`config.mk`:
```
export PLATFORM = sky130hd
export DESIGN_NAME = bdr_device_flat
export DESIGN_NICKNAME = d
export VERILOG_FILES = /design/src/verilog/bdr_pkg.sv /design/src/verilog/bdr_apb_if.sv /design/src/verilog/bdr_sync.sv /design/src/verilog/bdr_device.sv /design/src/flat_wrapper.sv
export SDC_FILE = /design/constraint.sdc
export NUM_CORES = 1
export LEC_CHECK = 0
export CAP_MARGIN = 20
export CORE_ASPECT_RATIO = 0.6
export CORE_MARGIN = 2
export CORE_UTILIZATION = 45
export CTS_CLUSTER_DIAMETER = 60
export DETAILED_ROUTE_END_ITERATION = 8
export DONT_BUFFER_PORTS = 1
export SYNTH_ARGS = -nofsm -noshare
export SYNTH_HDL_FRONTEND = slang
export SYNTH_HIERARCHICAL = 1
export SYNTH_SLANG_ARGS = --single-unit
```
`constraint.sdc`:
```
create_clock -name CLK -period 3.3 [get_ports CLK]
set_input_delay 0 -clock CLK [delete_from_list [all_inputs] [get_ports CLK]]
set_output_delay 0 -clock CLK [all_outputs]
set_load 0.03 [all_outputs]
```
`src/verilog/bdr_pkg.sv`:
```
// Shared constants for the backup-domain real-time clock
package bdr_pkg;
    localparam int ADDR_W = 8;
    localparam int DATA_W = 32;
    localparam int REG_W  = 16;
    localparam int PRESC_W = 20;
    localparam int CNT_W  = 32;

    // Register offsets (byte addresses)
    localparam logic [7:0] OFF_IRQ_ENABLE = 8'h00;
    localparam logic [7:0] OFF_CTRL_STAT  = 8'h04;
    localparam logic [7:0] OFF_PRESC_HI   = 8'h08;
    localparam logic [7:0] OFF_PRESC_LO   = 8'h0C;
    localparam logic [7:0] OFF_DIV_HI     = 8'h10;
    localparam logic [7:0] OFF_DIV_LO     = 8'h14;
    localparam logic [7:0] OFF_COUNT_HI   = 8'h18;
    localparam logic [7:0] OFF_COUNT_LO   = 8'h1C;
    localparam logic [7:0] OFF_ALARM_HI   = 8'h20;
    localparam logic [7:0] OFF_ALARM_LO   = 8'h24;

    // irq_enable fields
    localparam int BIT_TICK_IE  = 0;
    localparam int BIT_ALARM_IE = 1;
    localparam int BIT_OVF_IE   = 2;
    // control_status fields
    localparam int BIT_TICK_F   = 0;
    localparam int BIT_ALARM_F  = 1;
    localparam int BIT_OVF_F    = 2;
    localparam int BIT_SYNC_F   = 3;
    localparam int BIT_CFG_F    = 4;
    localparam int BIT_WDONE_F  = 5;

    // Reset values
    localparam logic [15:0] RST_IRQ_ENABLE = 16'h0000;
    localparam logic [15:0] RST_CTRL_STAT  = 16'h0020;
    localparam logic [19:0] RST_PRESC      = 20'h08000;
    localparam logic [19:0] RST_DIV        = 20'h08000;
    localparam logic [31:0] RST_COUNT      = 32'h00000000;
    localparam logic [31:0] RST_ALARM      = 32'hFFFFFFFF;

    // Timing counts in core source clock edges
    localparam int FAST_DIV_W     = 7;
    localparam int FAST_DIV       = 128;
    localparam int CORE_LAG_EDGES = 3;

    // Core source selection
    localparam logic [1:0] SRC_NONE = 2'h0;
    localparam logic [1:0] SRC_SLOW = 2'h1;
    localparam logic [1:0] SRC_INT  = 2'h2;
    localparam logic [1:0] SRC_FAST = 2'h3;
endpackage : bdr_pkg

```
`src/verilog/bdr_apb_if.sv`:
```
// Peripheral bus between processor end and clock device end
interface bdr_apb_if;
    logic                      PSEL;
    logic                      PENABLE;
    logic                      PWRITE;
    logic [bdr_pkg::ADDR_W-1:0] PADDR;
    logic [bdr_pkg::DATA_W-1:0] PWDATA;
    logic [bdr_pkg::DATA_W-1:0] PRDATA;
    logic                      PREADY;
    logic                      PSLVERR;

    modport dev  (input  PSEL, PENABLE, PWRITE, PADDR, PWDATA,
                  output PRDATA, PREADY, PSLVERR);
    modport host (output PSEL, PENABLE, PWRITE, PADDR, PWDATA,
                  input  PRDATA, PREADY, PSLVERR);
endinterface : bdr_apb_if

```
`src/verilog/bdr_sync.sv`:
```
// Two-stage synchroniser with rising-edge detect after the second stage
module bdr_sync #(
    parameter int WIDTH = 1
) (
    input  wire logic             CLK,
    input  wire logic             RST_N,
    input  wire logic [WIDTH-1:0] ASYNC_IN,
    output logic      [WIDTH-1:0] LEVEL,
    output logic      [WIDTH-1:0] RISE
);
    logic [WIDTH-1:0] s1_q;
    logic [WIDTH-1:0] s2_q;
    logic [WIDTH-1:0] s3_q;
    logic [WIDTH-1:0] s1_d;
    logic [WIDTH-1:0] s2_d;
    logic [WIDTH-1:0] s3_d;

    always_comb begin
        s1_d = ASYNC_IN;
        s2_d = s1_q;
        s3_d = s2_q;
    end

    always_ff @(posedge CLK) begin
        if (!RST_N) begin
            s1_q <= '0;
            s2_q <= '0;
            s3_q <= '0;
        end else begin
            s1_q <= s1_d;
            s2_q <= s2_d;
            s3_q <= s3_d;
        end
    end

    assign LEVEL = s2_q;
    assign RISE  = s2_q & ~s3_q;
endmodule : bdr_sync

```
`src/verilog/bdr_device.sv`:
```
// Clock device end: bus registers, core divider, counter, alarm, flags
//
// Overview of operation
// Counter, alarm, prescaler, divider kept in backup domain
// Twenty-bit divider derives the seconds tick
// Source clock at most quarter bus clock
// Source: fast crystal/128, slow crystal, internal oscillator
// Tick enable requests interrupt every tick
// Alarm enable requests interrupt on alarm match
// System reset clears bus side; backup reset core
// Counter, divider readable, refreshed each core edge
// Sync flag cleared by software, set on resync
// Core writes accepted only in configuration mode
// Writes apply three core edges after exit
// Software waits write-done around each configuration
// Tick flag set in cycle before increment
// Alarm flag set before counter reaches alarm+1
// Overflow flag set before counter wraps to zero
// Software updates alarm/counter synchronised to tick
// Enable bits: overflow 2, alarm 1, tick 0
// Control layout bits 5..0, reset 0x0020
// Alarm flag drives global and alarm lines
// Tick flag set as divider reaches zero, before reload and increment
// Tick rate is source over prescale plus one
// Divider reloads on prescale or counter update
// Flags cleared by writing zero only
module bdr_device (
    input  wire logic  CLK,
    input  wire logic  RST_N,
    input  wire logic  BKP_RST_N,
    input  wire logic  [1:0] SRC_SEL,
    input  wire logic  FAST_XTAL,
    input  wire logic  SLOW_XTAL,
    input  wire logic  INT_OSC,
    bdr_apb_if.dev     BUS,
    output logic       IRQ,
    output logic       ALARM_LINE
);
    localparam logic [1:0] LAG_LAST = 2'(bdr_pkg::CORE_LAG_EDGES - 1);
    localparam logic [bdr_pkg::FAST_DIV_W-1:0] FAST_LAST =
        bdr_pkg::FAST_DIV_W'(bdr_pkg::FAST_DIV - 1);

    logic [2:0] clk_rise;
    logic [1:0] sel_lvl;
    logic       core_edge;

    // Core state, backup reset only
    logic [19:0] presc_q, presc_d;
    logic [19:0] div_q,   div_d;
    logic [31:0] cnt_q,   cnt_d;
    logic [31:0] alarm_q, alarm_d;
    logic [bdr_pkg::FAST_DIV_W-1:0] fdiv_q, fdiv_d;

    // Bus side state, system reset
    logic [2:0]  ien_q,   ien_d;
    logic        tick_q,  tick_d;
    logic        alrm_q,  alrm_d;
    logic        ovf_q,   ovf_d;
    logic        sync_q,  sync_d;
    logic        cfg_q,   cfg_d;
    logic        wdone_q, wdone_d;
    logic [1:0]  lag_q,   lag_d;
    logic [19:0] st_presc_q, st_presc_d;
    logic [31:0] st_cnt_q,   st_cnt_d;
    logic [31:0] st_alarm_q, st_alarm_d;
    logic [2:0]  pend_q,  pend_d;
    logic [19:0] div_sh_q, div_sh_d;
    logic [31:0] cnt_sh_q, cnt_sh_d;
    logic [31:0] prdata_q, prdata_d;
    logic        pready_q, pready_d;
    logic        pslverr_q, pslverr_d;
    logic        irq_q,   irq_d;
    logic        aline_q, aline_d;

    logic        setup;
    logic        wr;
    logic        apply;
    logic        tick_ev;
    logic        mapped;
    logic [15:0] wd;

    // Source pins are asynchronous; they stay alive through system reset
    bdr_sync #(.WIDTH(3)) u_clk_sync (
        .CLK      (CLK),
        .RST_N    (BKP_RST_N),
        .ASYNC_IN ({FAST_XTAL, SLOW_XTAL, INT_OSC}),
        .LEVEL    (),
        .RISE     (clk_rise)
    );

    bdr_sync #(.WIDTH(2)) u_sel_sync (
        .CLK      (CLK),
        .RST_N    (BKP_RST_N),
        .ASYNC_IN (SRC_SEL),
        .LEVEL    (sel_lvl),
        .RISE     ()
    );

    always_comb begin
        // Edges must be at least four bus cycles apart to be seen // R3
        core_edge = 1'b0;
        fdiv_d    = fdiv_q;
        if (clk_rise[2]) begin
            fdiv_d = fdiv_q + 1'b1;
        end
        if (sel_lvl == bdr_pkg::SRC_FAST) begin
            core_edge = clk_rise[2] && (fdiv_q == FAST_LAST);
        end else if (sel_lvl == bdr_pkg::SRC_SLOW) begin
            core_edge = clk_rise[1];
        end else if (sel_lvl == bdr_pkg::SRC_INT) begin
            core_edge = clk_rise[0];
        end
    end

    always_comb begin
        presc_d    = presc_q;
        div_d      = div_q;
        cnt_d      = cnt_q;
        alarm_d    = alarm_q;
        ien_d      = ien_q;
        tick_d     = tick_q;
        alrm_d     = alrm_q;
        ovf_d      = ovf_q;
        sync_d     = sync_q;
        cfg_d      = cfg_q;
        wdone_d    = wdone_q;
        lag_d      = lag_q;
        st_presc_d = st_presc_q;
        st_cnt_d   = st_cnt_q;
        st_alarm_d = st_alarm_q;
        pend_d     = pend_q;
        div_sh_d   = div_sh_q;
        cnt_sh_d   = cnt_sh_q;
        tick_ev    = 1'b0;
        apply      = 1'b0;
        wd         = BUS.PWDATA[15:0];
        setup      = BUS.PSEL && !BUS.PENABLE;
        wr         = BUS.PSEL && BUS.PENABLE && pready_q && BUS.PWRITE;

        // Setup phase: decode address and register the answer
        mapped   = 1'b1;
        prdata_d = '0;
        if (BUS.PADDR == bdr_pkg::OFF_IRQ_ENABLE) begin
            prdata_d[2:0] = ien_q;
        end else if (BUS.PADDR == bdr_pkg::OFF_CTRL_STAT) begin
            prdata_d[5:0] = {wdone_q, cfg_q, sync_q, ovf_q, alrm_q, tick_q};
        end else if (BUS.PADDR == bdr_pkg::OFF_DIV_HI) begin
            prdata_d[3:0] = div_sh_q[19:16];
        end else if (BUS.PADDR == bdr_pkg::OFF_DIV_LO) begin
            prdata_d[15:0] = div_sh_q[15:0];
        end else if (BUS.PADDR == bdr_pkg::OFF_COUNT_HI) begin
            prdata_d[15:0] = cnt_sh_q[31:16];
        end else if (BUS.PADDR == bdr_pkg::OFF_COUNT_LO) begin
            prdata_d[15:0] = cnt_sh_q[15:0];
        end else if (BUS.PADDR == bdr_pkg::OFF_PRESC_HI
                  || BUS.PADDR == bdr_pkg::OFF_PRESC_LO
                  || BUS.PADDR == bdr_pkg::OFF_ALARM_HI
                  || BUS.PADDR == bdr_pkg::OFF_ALARM_LO) begin
            prdata_d = '0; // Write-only core values
        end else begin
            mapped = 1'b0;
        end
        prdata_d  = setup ? prdata_d : '0;
        pready_d  = setup;
        pslverr_d = setup && !mapped;

        // Access phase writes
        if (wr) begin
            if (BUS.PADDR == bdr_pkg::OFF_IRQ_ENABLE) begin
                ien_d = wd[2:0];
            end else if (BUS.PADDR == bdr_pkg::OFF_CTRL_STAT) begin
                // Zero clears, one leaves alone // R23
                tick_d = tick_q && wd[bdr_pkg::BIT_TICK_F];
                alrm_d = alrm_q && wd[bdr_pkg::BIT_ALARM_F];
                ovf_d  = ovf_q  && wd[bdr_pkg::BIT_OVF_F];
                sync_d = sync_q && wd[bdr_pkg::BIT_SYNC_F];
                cfg_d  = wd[bdr_pkg::BIT_CFG_F];
                if (cfg_q && !wd[bdr_pkg::BIT_CFG_F]) begin
                    wdone_d = 1'b0;
                    lag_d   = '0;
                end
            end else if (cfg_q) begin
                if (BUS.PADDR == bdr_pkg::OFF_PRESC_HI) begin
                    st_presc_d[19:16] = wd[3:0];
                    pend_d[0] = 1'b1;
                end else if (BUS.PADDR == bdr_pkg::OFF_PRESC_LO) begin
                    st_presc_d[15:0] = wd;
                    pend_d[0] = 1'b1;
                end else if (BUS.PADDR == bdr_pkg::OFF_COUNT_HI) begin
                    st_cnt_d[31:16] = wd;
                    pend_d[1] = 1'b1;
                end else if (BUS.PADDR == bdr_pkg::OFF_COUNT_LO) begin
                    st_cnt_d[15:0] = wd;
                    pend_d[1] = 1'b1;
                end else if (BUS.PADDR == bdr_pkg::OFF_ALARM_HI) begin
                    st_alarm_d[31:16] = wd;
                    pend_d[2] = 1'b1;
                end else if (BUS.PADDR == bdr_pkg::OFF_ALARM_LO) begin
                    st_alarm_d[15:0] = wd;
                    pend_d[2] = 1'b1;
                end
            end
        end

        // Transfer of staged values, third core edge after exit
        if (!wdone_q && !cfg_q && core_edge) begin
            if (lag_q == LAG_LAST) begin
                apply   = 1'b1;
                wdone_d = 1'b1;
                pend_d  = '0;
            end else begin
                lag_d = lag_q + 1'b1;
            end
        end

        if (apply) begin
            if (pend_q[0]) begin
                presc_d = st_presc_q;
            end
            if (pend_q[1]) begin
                cnt_d = st_cnt_q;
            end
            if (pend_q[2]) begin
                alarm_d = st_alarm_q;
            end
            if (pend_q[0] || pend_q[1]) begin
                div_d = pend_q[0] ? st_presc_q : presc_q;
            end
        end else if (core_edge) begin
            if (div_q == '0) begin
                div_d = presc_q;
                cnt_d = cnt_q + 1'b1;
            end else begin
                div_d = div_q - 1'b1;
            end
            // Flags rise while divider sits at zero, before the step
            tick_ev = (div_d == '0);
        end

        // Set beats a simultaneous software clear
        if (tick_ev) begin
            tick_d = 1'b1;
            if (cnt_q == alarm_q) begin
                alrm_d = 1'b1;
            end
            if (cnt_q == '1) begin
                ovf_d = 1'b1;
            end
        end

        // Read copies refresh on every core edge // R8
        if (core_edge) begin
            div_sh_d = div_q;
            cnt_sh_d = cnt_q;
            sync_d   = 1'b1;
        end

        irq_d = (tick_q && ien_q[bdr_pkg::BIT_TICK_IE])
             || (alrm_q && ien_q[bdr_pkg::BIT_ALARM_IE])
             || (ovf_q  && ien_q[bdr_pkg::BIT_OVF_IE]);
        aline_d = alrm_q;
    end

    // Core survives system reset // R7
    always_ff @(posedge CLK) begin
        if (!BKP_RST_N) begin
            presc_q <= bdr_pkg::RST_PRESC;
            div_q   <= bdr_pkg::RST_DIV;
            cnt_q   <= bdr_pkg::RST_COUNT;
            alarm_q <= bdr_pkg::RST_ALARM;
            fdiv_q  <= '0;
        end else begin
            presc_q <= presc_d;
            div_q   <= div_d;
            cnt_q   <= cnt_d;
            alarm_q <= alarm_d;
            fdiv_q  <= fdiv_d;
        end
    end

    always_ff @(posedge CLK) begin
        if (!RST_N) begin
            ien_q      <= bdr_pkg::RST_IRQ_ENABLE[2:0];
            tick_q     <= bdr_pkg::RST_CTRL_STAT[bdr_pkg::BIT_TICK_F];
            alrm_q     <= bdr_pkg::RST_CTRL_STAT[bdr_pkg::BIT_ALARM_F];
            ovf_q      <= bdr_pkg::RST_CTRL_STAT[bdr_pkg::BIT_OVF_F];
            sync_q     <= bdr_pkg::RST_CTRL_STAT[bdr_pkg::BIT_SYNC_F];
            cfg_q      <= bdr_pkg::RST_CTRL_STAT[bdr_pkg::BIT_CFG_F];
            wdone_q    <= bdr_pkg::RST_CTRL_STAT[bdr_pkg::BIT_WDONE_F];
            lag_q      <= '0;
            st_presc_q <= bdr_pkg::RST_PRESC;
            st_cnt_q   <= bdr_pkg::RST_COUNT;
            st_alarm_q <= bdr_pkg::RST_ALARM;
            pend_q     <= '0;
            div_sh_q   <= '0;
            cnt_sh_q   <= '0;
            prdata_q   <= '0;
            pready_q   <= 1'b0;
            pslverr_q  <= 1'b0;
            irq_q      <= 1'b0;
            aline_q    <= 1'b0;
        end else begin
            ien_q      <= ien_d;
            tick_q     <= tick_d;
            alrm_q     <= alrm_d;
            ovf_q      <= ovf_d;
            sync_q     <= sync_d;
            cfg_q      <= cfg_d;
            wdone_q    <= wdone_d;
            lag_q      <= lag_d;
            st_presc_q <= st_presc_d;
            st_cnt_q   <= st_cnt_d;
            st_alarm_q <= st_alarm_d;
            pend_q     <= pend_d;
            div_sh_q   <= div_sh_d;
            cnt_sh_q   <= cnt_sh_d;
            prdata_q   <= prdata_d;
            pready_q   <= pready_d;
            pslverr_q  <= pslverr_d;
            irq_q      <= irq_d;
            aline_q    <= aline_d;
        end
    end

    assign BUS.PRDATA  = prdata_q;
    assign BUS.PREADY  = pready_q;
    assign BUS.PSLVERR = pslverr_q;
    assign IRQ         = irq_q;
    assign ALARM_LINE  = aline_q;
endmodule : bdr_device

```
`src/flat_wrapper.sv`:
```
// flat-port wrapper written by rule: the top's interface ports become plain ports
module bdr_device_flat 
  (CLK, RST_N, BKP_RST_N, SRC_SEL, FAST_XTAL, SLOW_XTAL, INT_OSC, IRQ, ALARM_LINE, BUS_PSEL, BUS_PENABLE, BUS_PWRITE, BUS_PADDR, BUS_PWDATA, BUS_PRDATA, BUS_PREADY, BUS_PSLVERR);
  bdr_apb_if BUS_i ();
  input  wire logic CLK;
  input  wire logic RST_N;
  input  wire logic BKP_RST_N;
  input  wire logic  [1:0] SRC_SEL;
  input  wire logic FAST_XTAL;
  input  wire logic SLOW_XTAL;
  input  wire logic INT_OSC;
  output logic IRQ;
  output logic ALARM_LINE;
  input wire logic [$bits(BUS_i.PSEL)-1:0] BUS_PSEL;
  input wire logic [$bits(BUS_i.PENABLE)-1:0] BUS_PENABLE;
  input wire logic [$bits(BUS_i.PWRITE)-1:0] BUS_PWRITE;
  input wire logic [$bits(BUS_i.PADDR)-1:0] BUS_PADDR;
  input wire logic [$bits(BUS_i.PWDATA)-1:0] BUS_PWDATA;
  output wire logic [$bits(BUS_i.PRDATA)-1:0] BUS_PRDATA;
  output wire logic [$bits(BUS_i.PREADY)-1:0] BUS_PREADY;
  output wire logic [$bits(BUS_i.PSLVERR)-1:0] BUS_PSLVERR;
  assign BUS_i.PSEL = BUS_PSEL;
  assign BUS_i.PENABLE = BUS_PENABLE;
  assign BUS_i.PWRITE = BUS_PWRITE;
  assign BUS_i.PADDR = BUS_PADDR;
  assign BUS_i.PWDATA = BUS_PWDATA;
  assign BUS_PRDATA = BUS_i.PRDATA;
  assign BUS_PREADY = BUS_i.PREADY;
  assign BUS_PSLVERR = BUS_i.PSLVERR;
  bdr_device u_core (.CLK(CLK), .RST_N(RST_N), .BKP_RST_N(BKP_RST_N), .SRC_SEL(SRC_SEL), .FAST_XTAL(FAST_XTAL), .SLOW_XTAL(SLOW_XTAL), .INT_OSC(INT_OSC), .BUS(BUS_i), .IRQ(IRQ), .ALARM_LINE(ALARM_LINE));
endmodule
```
=== Word level (Yosys, flattened, before mapping) ===
Index checks and enable logic that the tools add are counted.

* Register bits: 310
* Logic and storage cells: 207
* Output and inout bits: 36
* Input port bits: 51

* Eq/ne operators: 20
* Reduce and logical (&&, ||, !) cells: 53
* Add/subtract/negate cells: 4
* Bitwise gates (word level): 11
* Multiplexer cells: 84

{| class="wikitable"
|+ Operators with widths
! operator !! count
|-
| $mux W32 || 10
|-
| $mux W20 || 7
|-
| $mux W16 || 3
|-
| $mux W1 || 46
|-
| $logic_not A20 Y1 || 2
|-
| $add A32 B1 Y32 const B || 1
|-
| $eq A32 B32 Y1 || 1
|-
| $eq A32 B32 Y1 const B || 1
|-
| $eq A8 B5 Y1 const B || 4
|-
| $mux W3 || 7
|-
| $sub A20 B1 Y20 const B || 1
|-
| $mux W2 || 9
|-
| $eq A8 B4 Y1 const B || 2
|-
| $eq A8 B6 Y1 const B || 2
|-
| $logic_and A1 B1 Y1 || 16
|-
| $reduce_and A3 Y1 || 4
|-
| $reduce_bool A2 Y1 || 6
|-
| $reduce_and A10 Y1 || 1
|-
| $not A1 Y1 || 9
|-
| $reduce_and A9 Y1 || 1
|-
| $eq A8 B3 Y1 const B || 1
|-
| $logic_not A8 Y1 || 1
|-
| $reduce_and A2 Y1 || 4
|-
| $reduce_and A8 Y1 || 1
|-
| 19 further kinds || 32
|}

=== Longest topological paths before layout ===
Gate-level depths: netlist of run 1.

* Depth after elaboration: 13
* Mapped depth: 11
* Gate-level depth less buffers: 9

=== Modules after synthesis ===
Netlist of run 1, hierarchy kept.

{| class="wikitable"
|+ By module, submodules not included
! module !! seq. area each (um^2) !! area each (um^2) !! instances !! cells an instance
|-
| bdr_device || 5625.4 || 12844.8 || 1 || 1604
|-
| bdr_sync at u_core.u_clk_sync || 180.2 || 255.2 || 1 || 21
|-
| bdr_sync at u_core.u_sel_sync || 120.1 || 170.2 || 1 || 14
|}

=== Least setup slack after synthesis of run 1 ===
No wires, ideal clock.

* Path kind: register to register
* Start: register u_core.u_clk_sync.s2_q[2] (netlist: u_core/u_clk_sync/LEVEL[2])
* End: register u_core.presc_q[10]
* Required time: 3168 ps
* Cell stages (with the launch flop): 12
* Data arrival time: 2256 ps
* Library setup time: 132 ps
* Buffers on the path: 4
* Path slack: 912 ps
* Period minus slack after synthesis: 2388 ps
* Path through: dfxtp_1 -> nor2b_1 -> nand4_1 -> nor3_2 -> o21a_1 -> buf_2 -> buf_2 -> nand2_1 -> clkbuf_1 -> clkbuf_1 -> nand2_1 -> a21oi_1

* Cells in the longest elaborated chain, start to end: 5

{| class="wikitable"
|+ RTL lines
! item !! line !! RTL
|-
| from (decl) || bdr_sync.sv:12 || <nowiki>logic [WIDTH-1:0] s2_q;</nowiki>
|-
| from (signal assigned) || bdr_sync.sv:27 || <nowiki>s2_q <= '0;</nowiki>
|-
| from (signal assigned) || bdr_sync.sv:31 || <nowiki>s2_q <= s2_d;</nowiki>
|-
| $and A3 B3 Y3 || bdr_sync.sv:37 || <nowiki>assign RISE = s2_q & ~s3_q;</nowiki>
|-
| via u_core.clk_rise[2] || bdr_device.sv:43 || <nowiki>logic [2:0] clk_rise;</nowiki>
|-
| $logic_and A1 B1 Y1 || bdr_device.sv:107 || <nowiki>core_edge = clk_rise[2] && (fdiv_q == FAST_LAST);</nowiki>
|-
| $mux W1 || bdr_device.sv:106 || <nowiki>if (sel_lvl == bdr_pkg::SRC_FAST) begin</nowiki>
|-
| $logic_and A1 B1 Y1 || bdr_device.sv:206 || <nowiki>if (!wdone_q && !cfg_q && core_edge) begin</nowiki>
|-
| $mux W1 || bdr_device.sv:206 ||
|-
| to (signal assigned) || bdr_device.sv:267 || <nowiki>presc_q <= bdr_pkg::RST_PRESC;</nowiki>
|-
| to (signal assigned) || bdr_device.sv:273 || <nowiki>presc_q <= presc_d;</nowiki>
|-
| to (decl) || bdr_device.sv:48 || <nowiki>logic [19:0] presc_q, presc_d;</nowiki>
|}

The timed path passes the listed nets, and every way through them passes these cells.
A chain may end at the register's enable or synchronous reset.

=== Final worst setup path of run 1 ===
* Start: register u_core.pready_q (netlist: u_core/BUS.PREADY)
* End: register u_core.st_alarm_q[0]

* Cells in the longest elaborated chain, start to end: 3

{| class="wikitable"
|+ RTL lines
! item !! line !! RTL
|-
| from (decl) || bdr_device.sv:70 || <nowiki>logic pready_q, pready_d;</nowiki>
|-
| from (signal assigned) || bdr_device.sv:318 || <nowiki>pready_q <= pready_d;</nowiki>
|-
| $logic_and A1 B1 Y1 (2 in series) || bdr_device.sv:138 || <nowiki>wr = BUS.PSEL && BUS.PENABLE && pready_q && BUS.PWRITE;</nowiki>
|-
| $reduce_and A10 Y1 (no source line) || - ||
|-
| to (signal assigned) || bdr_device.sv:293 || <nowiki>st_alarm_q <= bdr_pkg::RST_ALARM;</nowiki>
|-
| to (signal assigned) || bdr_device.sv:313 || <nowiki>st_alarm_q <= st_alarm_d;</nowiki>
|-
| to (decl) || bdr_device.sv:65 || <nowiki>logic [31:0] st_alarm_q, st_alarm_d;</nowiki>
|}

No other way between the ends.

==> summary.md, run 1 <==
| Metric | Value |
|---|---|
| Outcome | complete, no violations |
| Int Pwr | 6.04 mW |
| Total Power | 7.92 mW |
| Sequential share of power | 45.7% |
| Setup TNS | 0 ps |
| Yosys Warn Count | 6 |
| Clock Path Buffers | 3 |
| Share of cells above drive strength 1 | 9.35% |
| Slowest CP cell | dlygate4sd3_1 |
| Wirelength per Cell | 20.8 um |
| I/O pin total | 87 |
| Cell Chain, Critical Path | and4_1, nand2_1, nor4_2, buf_4, and3_1, buf_4, nand2_1, dlygate4sd3_1, nand3_1, dlygate4sd3_1 |
| Hold Crit Depth | 4 |
| Vias in the first global route | 10.8k |
| Worst Hold Slack | 29.0 ps |
| Layout area overhead | 16.5% |
| Placed cell areas | 13600 um2 |
| Leakage | 5.53 nW |
| Final Hold Fails | 0 |
| Setup CP Type | reg2reg |
| RSZ-0062 raised after global routing | false |
| Final Cell Area | 15400 um2 |
| Die width | 225 um |
| Final worst path period need | 3120 ps |
| Initial Util | 45.8% |
| Fin worst setup slack | 175 ps |
| Final ANT Viol Nets | 0 |
| Fin crit share | 94.7% |
| Die Y-Extent | 137 um |
| Register-to-Register Path Depth | 10 |
| # DRC | 0 |
| Worst vdd ir | 0.357 mV |
| Overflow left after global routing | 0 |
| Clk slew on worst S/H paths | 70 ps |
| CP peak stage delay | 580 ps |
| Inserted Clock Buffers | 30 |
| Final setup violating endpoints | 0 |
| Fillers | 2689 |
| Via count | 11.9k |
| Initial antenna violation count | 3 |
| GRT Total Usage | 27.9% |
| CTS H-Tree Depth | 1 |
| Worst Path Required | 3810 ps |
| Die ar. | 30800 um2 |
| Global-route wire length before repair | 65700 um |
| Row cnt | 48 |
| Place WS | 475 ps |
| Mapped Cells | 1633 |
| Max Fclk | 0.320 GHz |
| WP data arrival | 3630 ps |
| First-pass detailed-route iteration total | 7 |
| CP Max Fanout | 16 |
| Vias per inst | 5.74 |
| Total Wirelength | 43100 um |
| Post-DP HPWL | 28100 um |
| Comb pwr share | 7.4% |
| Mapped Avg Cell Area | 8.09 um2 |
| Slew headroom | 38.4% |
| Net Sw Frac | 23.7% |
| Pins Over Slew Limit | 0 |
| Port bufs | 0 |
| Number of max-cap violations | 0 |
| Routability Congestion | 0.915 |
| Mapped Area | 13200 um2 |
| Critical Path End Type | flip-flop |
| Startpoint Class | flip-flop |
| Root Buffer | clkbuf_16 |
| Clk network pwr share | 46.9% |
| Worst slew pin tran | 921 ps |
| Worst hold path type | in2reg |
| Clk sink count | 294 |
| Worst clock skew | 19.2 ps |
| CTS tree | built |
| Worst skew pair latency | 570 ps |
| Initial DRC Count | 1334 |
| PwrDens | 515 nW/um2 |
| Psw | 1.88 mW |
| Final #Nets | 1721 |
| Pin count of the biggest net entering global routing | 151 |
| Core area | 28800 um2 |
[state kept, by name (all words and copies together), names as in the netlist, 2 cells and up]
name,count
u_core/u_clk_sync/s1_q,3
u_core/div_sh_q,20
u_core/div_q,20
u_core/u_clk_sync/LEVEL,3
u_core/st_presc_q,20
u_core/u_clk_sync/s3_q,3
u_core/st_alarm_q,32
u_core/cnt_sh_q,32
u_core/cnt_q,32
u_core/u_sel_sync/LEVEL,2
u_core/BUS.PRDATA,16
u_core/u_sel_sync/s1_q,2
u_core/st_cnt_q,32
u_core/ien_q,3
u_core/presc_q,20
u_core/fdiv_q,7
u_core/alarm_q,32
u_core/pend_q,3
u_core/lag_q,2
[path summary, 6_finish.rpt]
path                                              from                               endpoint  slack (ps)
setup reg to reg          u_core/BUS.PREADY$_SDFF_PN0_      u_core/st_alarm_q[0]$_SDFFE_PN1P_         180
setup / recovery          u_core/BUS.PREADY$_SDFF_PN0_      u_core/st_alarm_q[0]$_SDFFE_PN1P_         180
hold / removal                             BUS_PENABLE                u_core/ovf_q$_SDFF_PN0_          30
hold reg to reg   u_core/u_sel_sync/s1_q[1]$_SDFF_PN0_  u_core/u_sel_sync/LEVEL[1]$_SDFF_PN0_         430
[critical path: cells and delay by family, from the launching register on]
family | cells | cell delay [ps]
and+or+nand+nor | 6 | 1040
buffers and inverters | 4 | 1590
DFF | 1 | 420
[layout by cell type (no fill, tap or decap), types with 37 or more instances in the layout]
master         count
a21boi_0         106
a21oi_1           72
buf_4             52
dfxtp_1          293
dlygate4sd3_1     65
nand2_1          451
nand3_1           90
nor2_1            80
o21ai_0           37
xor2_1            42
[layout make-up]
cell class                 instances  area, um2  area share, %
sequential                       294       5890           38.3
clock buffer                      44        885           5.75
clock inverter                    12        196           1.28
inverter                           8       30.0          0.195
antenna                            2       5.00         0.0325
tap                              375        469           3.05
multi-input combinational       1209       6740           43.8
timing repair buffer             123       1180           7.64
[what timing repair did]
action                     4_1_cts  5_1_grt
setup endpoints to repair        0       14
buffers inserted                 0        0
resized for setup                0        4
hold buffers                    67        1
hold endpoints to repair       241       10
[metrics by stage]
step	utilization (%)	instances
after floorplan	-	1648
after CTS	53.3	2064
final	53.4	2067
after global placement	47.0	1941
after detailed placement	47.0	1941
after global routing	53.4	2065
[routing by layer]
metal,track usage [%],vias to the layer above,wire length (um)
li1,-,5629,-
met1,43.5,5666,21000
met2,39.4,518,17200
met3,5.54,41,4170
met4,5.11,2,696
met5,0,-,11
[power by group through the flow]
stage          sequential, mW  combinational, mW  clock (mW)
2_1_floorplan            3.68              0.382           0
3_3_place_gp             3.69              0.427           0
3_5_place_dp             3.69              0.430           0
4_1_cts                  3.61              0.570        3.77
5_1_grt                  3.61              0.621        3.92
6_report                 3.61              0.588        3.72
Note: power is estimated with default switching activity, not from simulation.
==> run 2: changes to the inputs <==
ABC_AREA = 1   (was unset)
==> summary.md, run 2 <==
| Metric | Value |
|---|---|
| Port bufs | 0 (unchanged) |
| Int Pwr | 5.49 mW (-9.1%) |
| I/O pin total | 87 (unchanged) |
| Number of max-cap violations | 0 (unchanged) |
| Slowest CP cell | dlygate4sd3_1 |
| Row cnt | 48 (unchanged) |
| CTS tree | built |
| Psw | 1.84 mW (-1.7%) |
| Comb pwr share | 6.8% (-0.6 points) |
| Clk sink count | 294 (unchanged) |
| Antenna cell count | 0 (-2) |
| Vias per inst | 5.53 (-3.7%) |
| Initial antenna violation count | 1 (-2) |
| Global-route wire length before repair | 69200 um (+5.5%) |
| Fillers | 2965 (+10%) |
| Wirelength per Cell | 20.7 um (-0.78%) |
| Share of cells above drive strength 1 | 6.06% (-3.3 points) |
| CP peak stage delay | 630 ps (+50 ps) |
| Clk slew on worst S/H paths | 70 ps (about the same) |
| # DRC | 0 (unchanged) |
| Worst slew pin tran | 916 ps (-5.37 ps) |
| CP Max Fanout | 32 (+16) |
| Register-to-Register Path Depth | 10 (unchanged) |
| Die Y-Extent | 138 um (+0.86%) |
| Most common cell after layout, fill and taps aside | nand2_1 |
| Placed Instances | 2179 (+12%) |
| First-pass detailed-route iteration total | 6 (-1) |
| GRT Total Usage | 30.1% (+2.2 points) |
| Setup TNS | 0 ps (unchanged) |
| Max Fclk | 0.332 GHz (+3.8%) |
| Yosys Warn Count | 6 (unchanged) |
| Vias in the first global route | 11.0k (+1.3%) |
| Via count | 12.5k (+5.6%) |
| Inserted Clock Buffers | 28 (-6.7%) |
| Worst hold path type | in2reg |
| Layout area overhead | 10.9% |
| Worst vdd ir | 0.375 mV (+5.0%) |
| WP data arrival | 3470 ps (-160 ps) |
| Initial DRC Count | 1510 (+13%) |
| Final Hold Fails | 0 (unchanged) |
| Pins Over Slew Limit | 0 (unchanged) |
| PwrDens | 492 nW/um2 (-4.3%) |
| Outcome | complete, no violations |
| Net Sw Frac | 25.1% (+1.4 points) |
| Root Buffer | clkbuf_16 |
| Mapped Area | 13400 um2 (+1.8%) |
| Worst skew pair latency | 560 ps (about the same) |
| Critical path depth | 10 (unchanged) |
| Leakage | 6.24 nW (+13%) |
| Fin worst setup slack | 288 ps (+113 ps) |
| CTS H-Tree Depth | 1 (unchanged) |
| Die ar. | 31300 um2 (+1.7%) |
| Final worst path period need | 3010 ps (-113 ps) |
| Setup CP Type | reg2reg |
| Final setup violating endpoints | 0 (unchanged) |
| Routability Congestion | 0.929 (+1.6%) |
| Sequential share of power | 49.0% (+3.3 points) |
| Total Wirelength | 46800 um (+8.7%) |
| Die width | 227 um (+0.87%) |
| Place WS | 679 ps (+205 ps) |
| CP Buf/Inv Count | 4 (unchanged) |
| Critical Path End Type | flip-flop |
| Post-DP HPWL | 34400 um (+22%) |
| Clk network pwr share | 44.2% (-2.7 points) |
| Slew headroom | 38.4% (about the same) |
| Clock Path Buffers | 3 (unchanged) |
| Most frequent cells in the layout | nand2_1, dfxtp_1, inv_1 |
| Mapped Avg Cell Area | 7.25 um2 (-10%) |
| Hold Crit Depth | 5 (+1) |
| Overflow left after global routing | 0 (unchanged) |
| Mapped Cells | 1855 (+14%) |
| Pin count of the biggest net entering global routing | 129 (-15%) |
| Cell Chain, Critical Path | nand4_1, dlygate4sd3_1, nor2_1, inv_1, nor2_1, nand3_1, buf_4, nand2_1, o211ai_1, dlygate4sd3_1 |
| Final #Nets | 1899 (+10%) |
| Worst Path Required | 3750 ps (-60 ps) |
| Startpoint Class | flip-flop |
| RSZ-0062 raised after global routing | false |
| Non-Filler Instances | 2265 (+9.6%) |
| Final ANT Viol Nets | 0 (unchanged) |
| Core area | 29100 um2 (+0.83%) |
| Initial Util | 46.2% (+0.43 points) |
| Delay-heaviest family, CP | buffers and inverters |
| Worst clock skew | 7.91 ps (-11.3 ps) |
| Fin crit share | 91.3% (-3.4 points) |
[run 2: final timing paths]
kind,slack (ps),end,start
max,290,u_core/st_presc_q[15]$_SDFFE_PN1P_,u_core/BUS.PREADY$_SDFF_PN0_
min,30,u_core/st_presc_q[19]$_SDFFE_PN0P_,BUS_PADDR[0]
max reg2reg,290,u_core/st_presc_q[15]$_SDFFE_PN1P_,u_core/BUS.PREADY$_SDFF_PN0_
min reg2reg,410,u_core/u_clk_sync/LEVEL[1]$_SDFF_PN0_,u_core/u_clk_sync/s1_q[1]$_SDFF_PN0_
[run 2: final cells by class]
cell class                 count  area, um2  area share, %
timing repair buffer          59        578           3.88
sequential                   294       5890           39.5
clock inverter                16        141          0.948
clock buffer                  35        758           5.09
inverter                     222        838           5.62
tap                          400        500           3.36
multi-input combinational   1239       6210           41.6
[run 2: what timing repair did]
item,CTS,global route
setup buffers,0,0
gates resized for setup,0,0
hold buffers,35,0
endpoints found under the hold margin,245,0
[run 2: per-layer routing]
layer,global-route usage [%],vias up,routed length (um)
met4,3.56,0,433
met2,36.2,536,16300
met5,0,-,0
li1,-,6118,-
met1,49.8,5826,24300
met3,10.3,37,5840
[run 2: metrics by stage]
step	hold slack [ps]	power (mW)	cell area [um2]	util, %
2_1_floorplan	93.5	3.97	13500	-
3_3_place_gp	98.9	4.07	13600	46.9
3_5_place_dp	101	4.08	13600	46.9
4_1_cts	17.6	7.36	14900	51.3
5_1_grt	73.2	7.56	14900	51.3
6_report	32.8	7.34	14900	51.3
[run 2: power groups by stage]
stage          sequential (mW)  clock (mW)  combinational, mW
2_1_floorplan             3.67           0              0.297
3_3_place_gp              3.68           0              0.397
3_5_place_dp              3.68           0              0.397
4_1_cts                   3.60        3.29              0.479
5_1_grt                   3.60        3.43              0.538
6_report                  3.60        3.24              0.500
[run 2: worst min-delay path: cells and delay by family]
| family | cells | cell delay, ps |
|---|---|---|
| AND/OR/NAND/NOR | 4 | 490 |
| AO/OA/AOI/OAI | 1 | 40 |
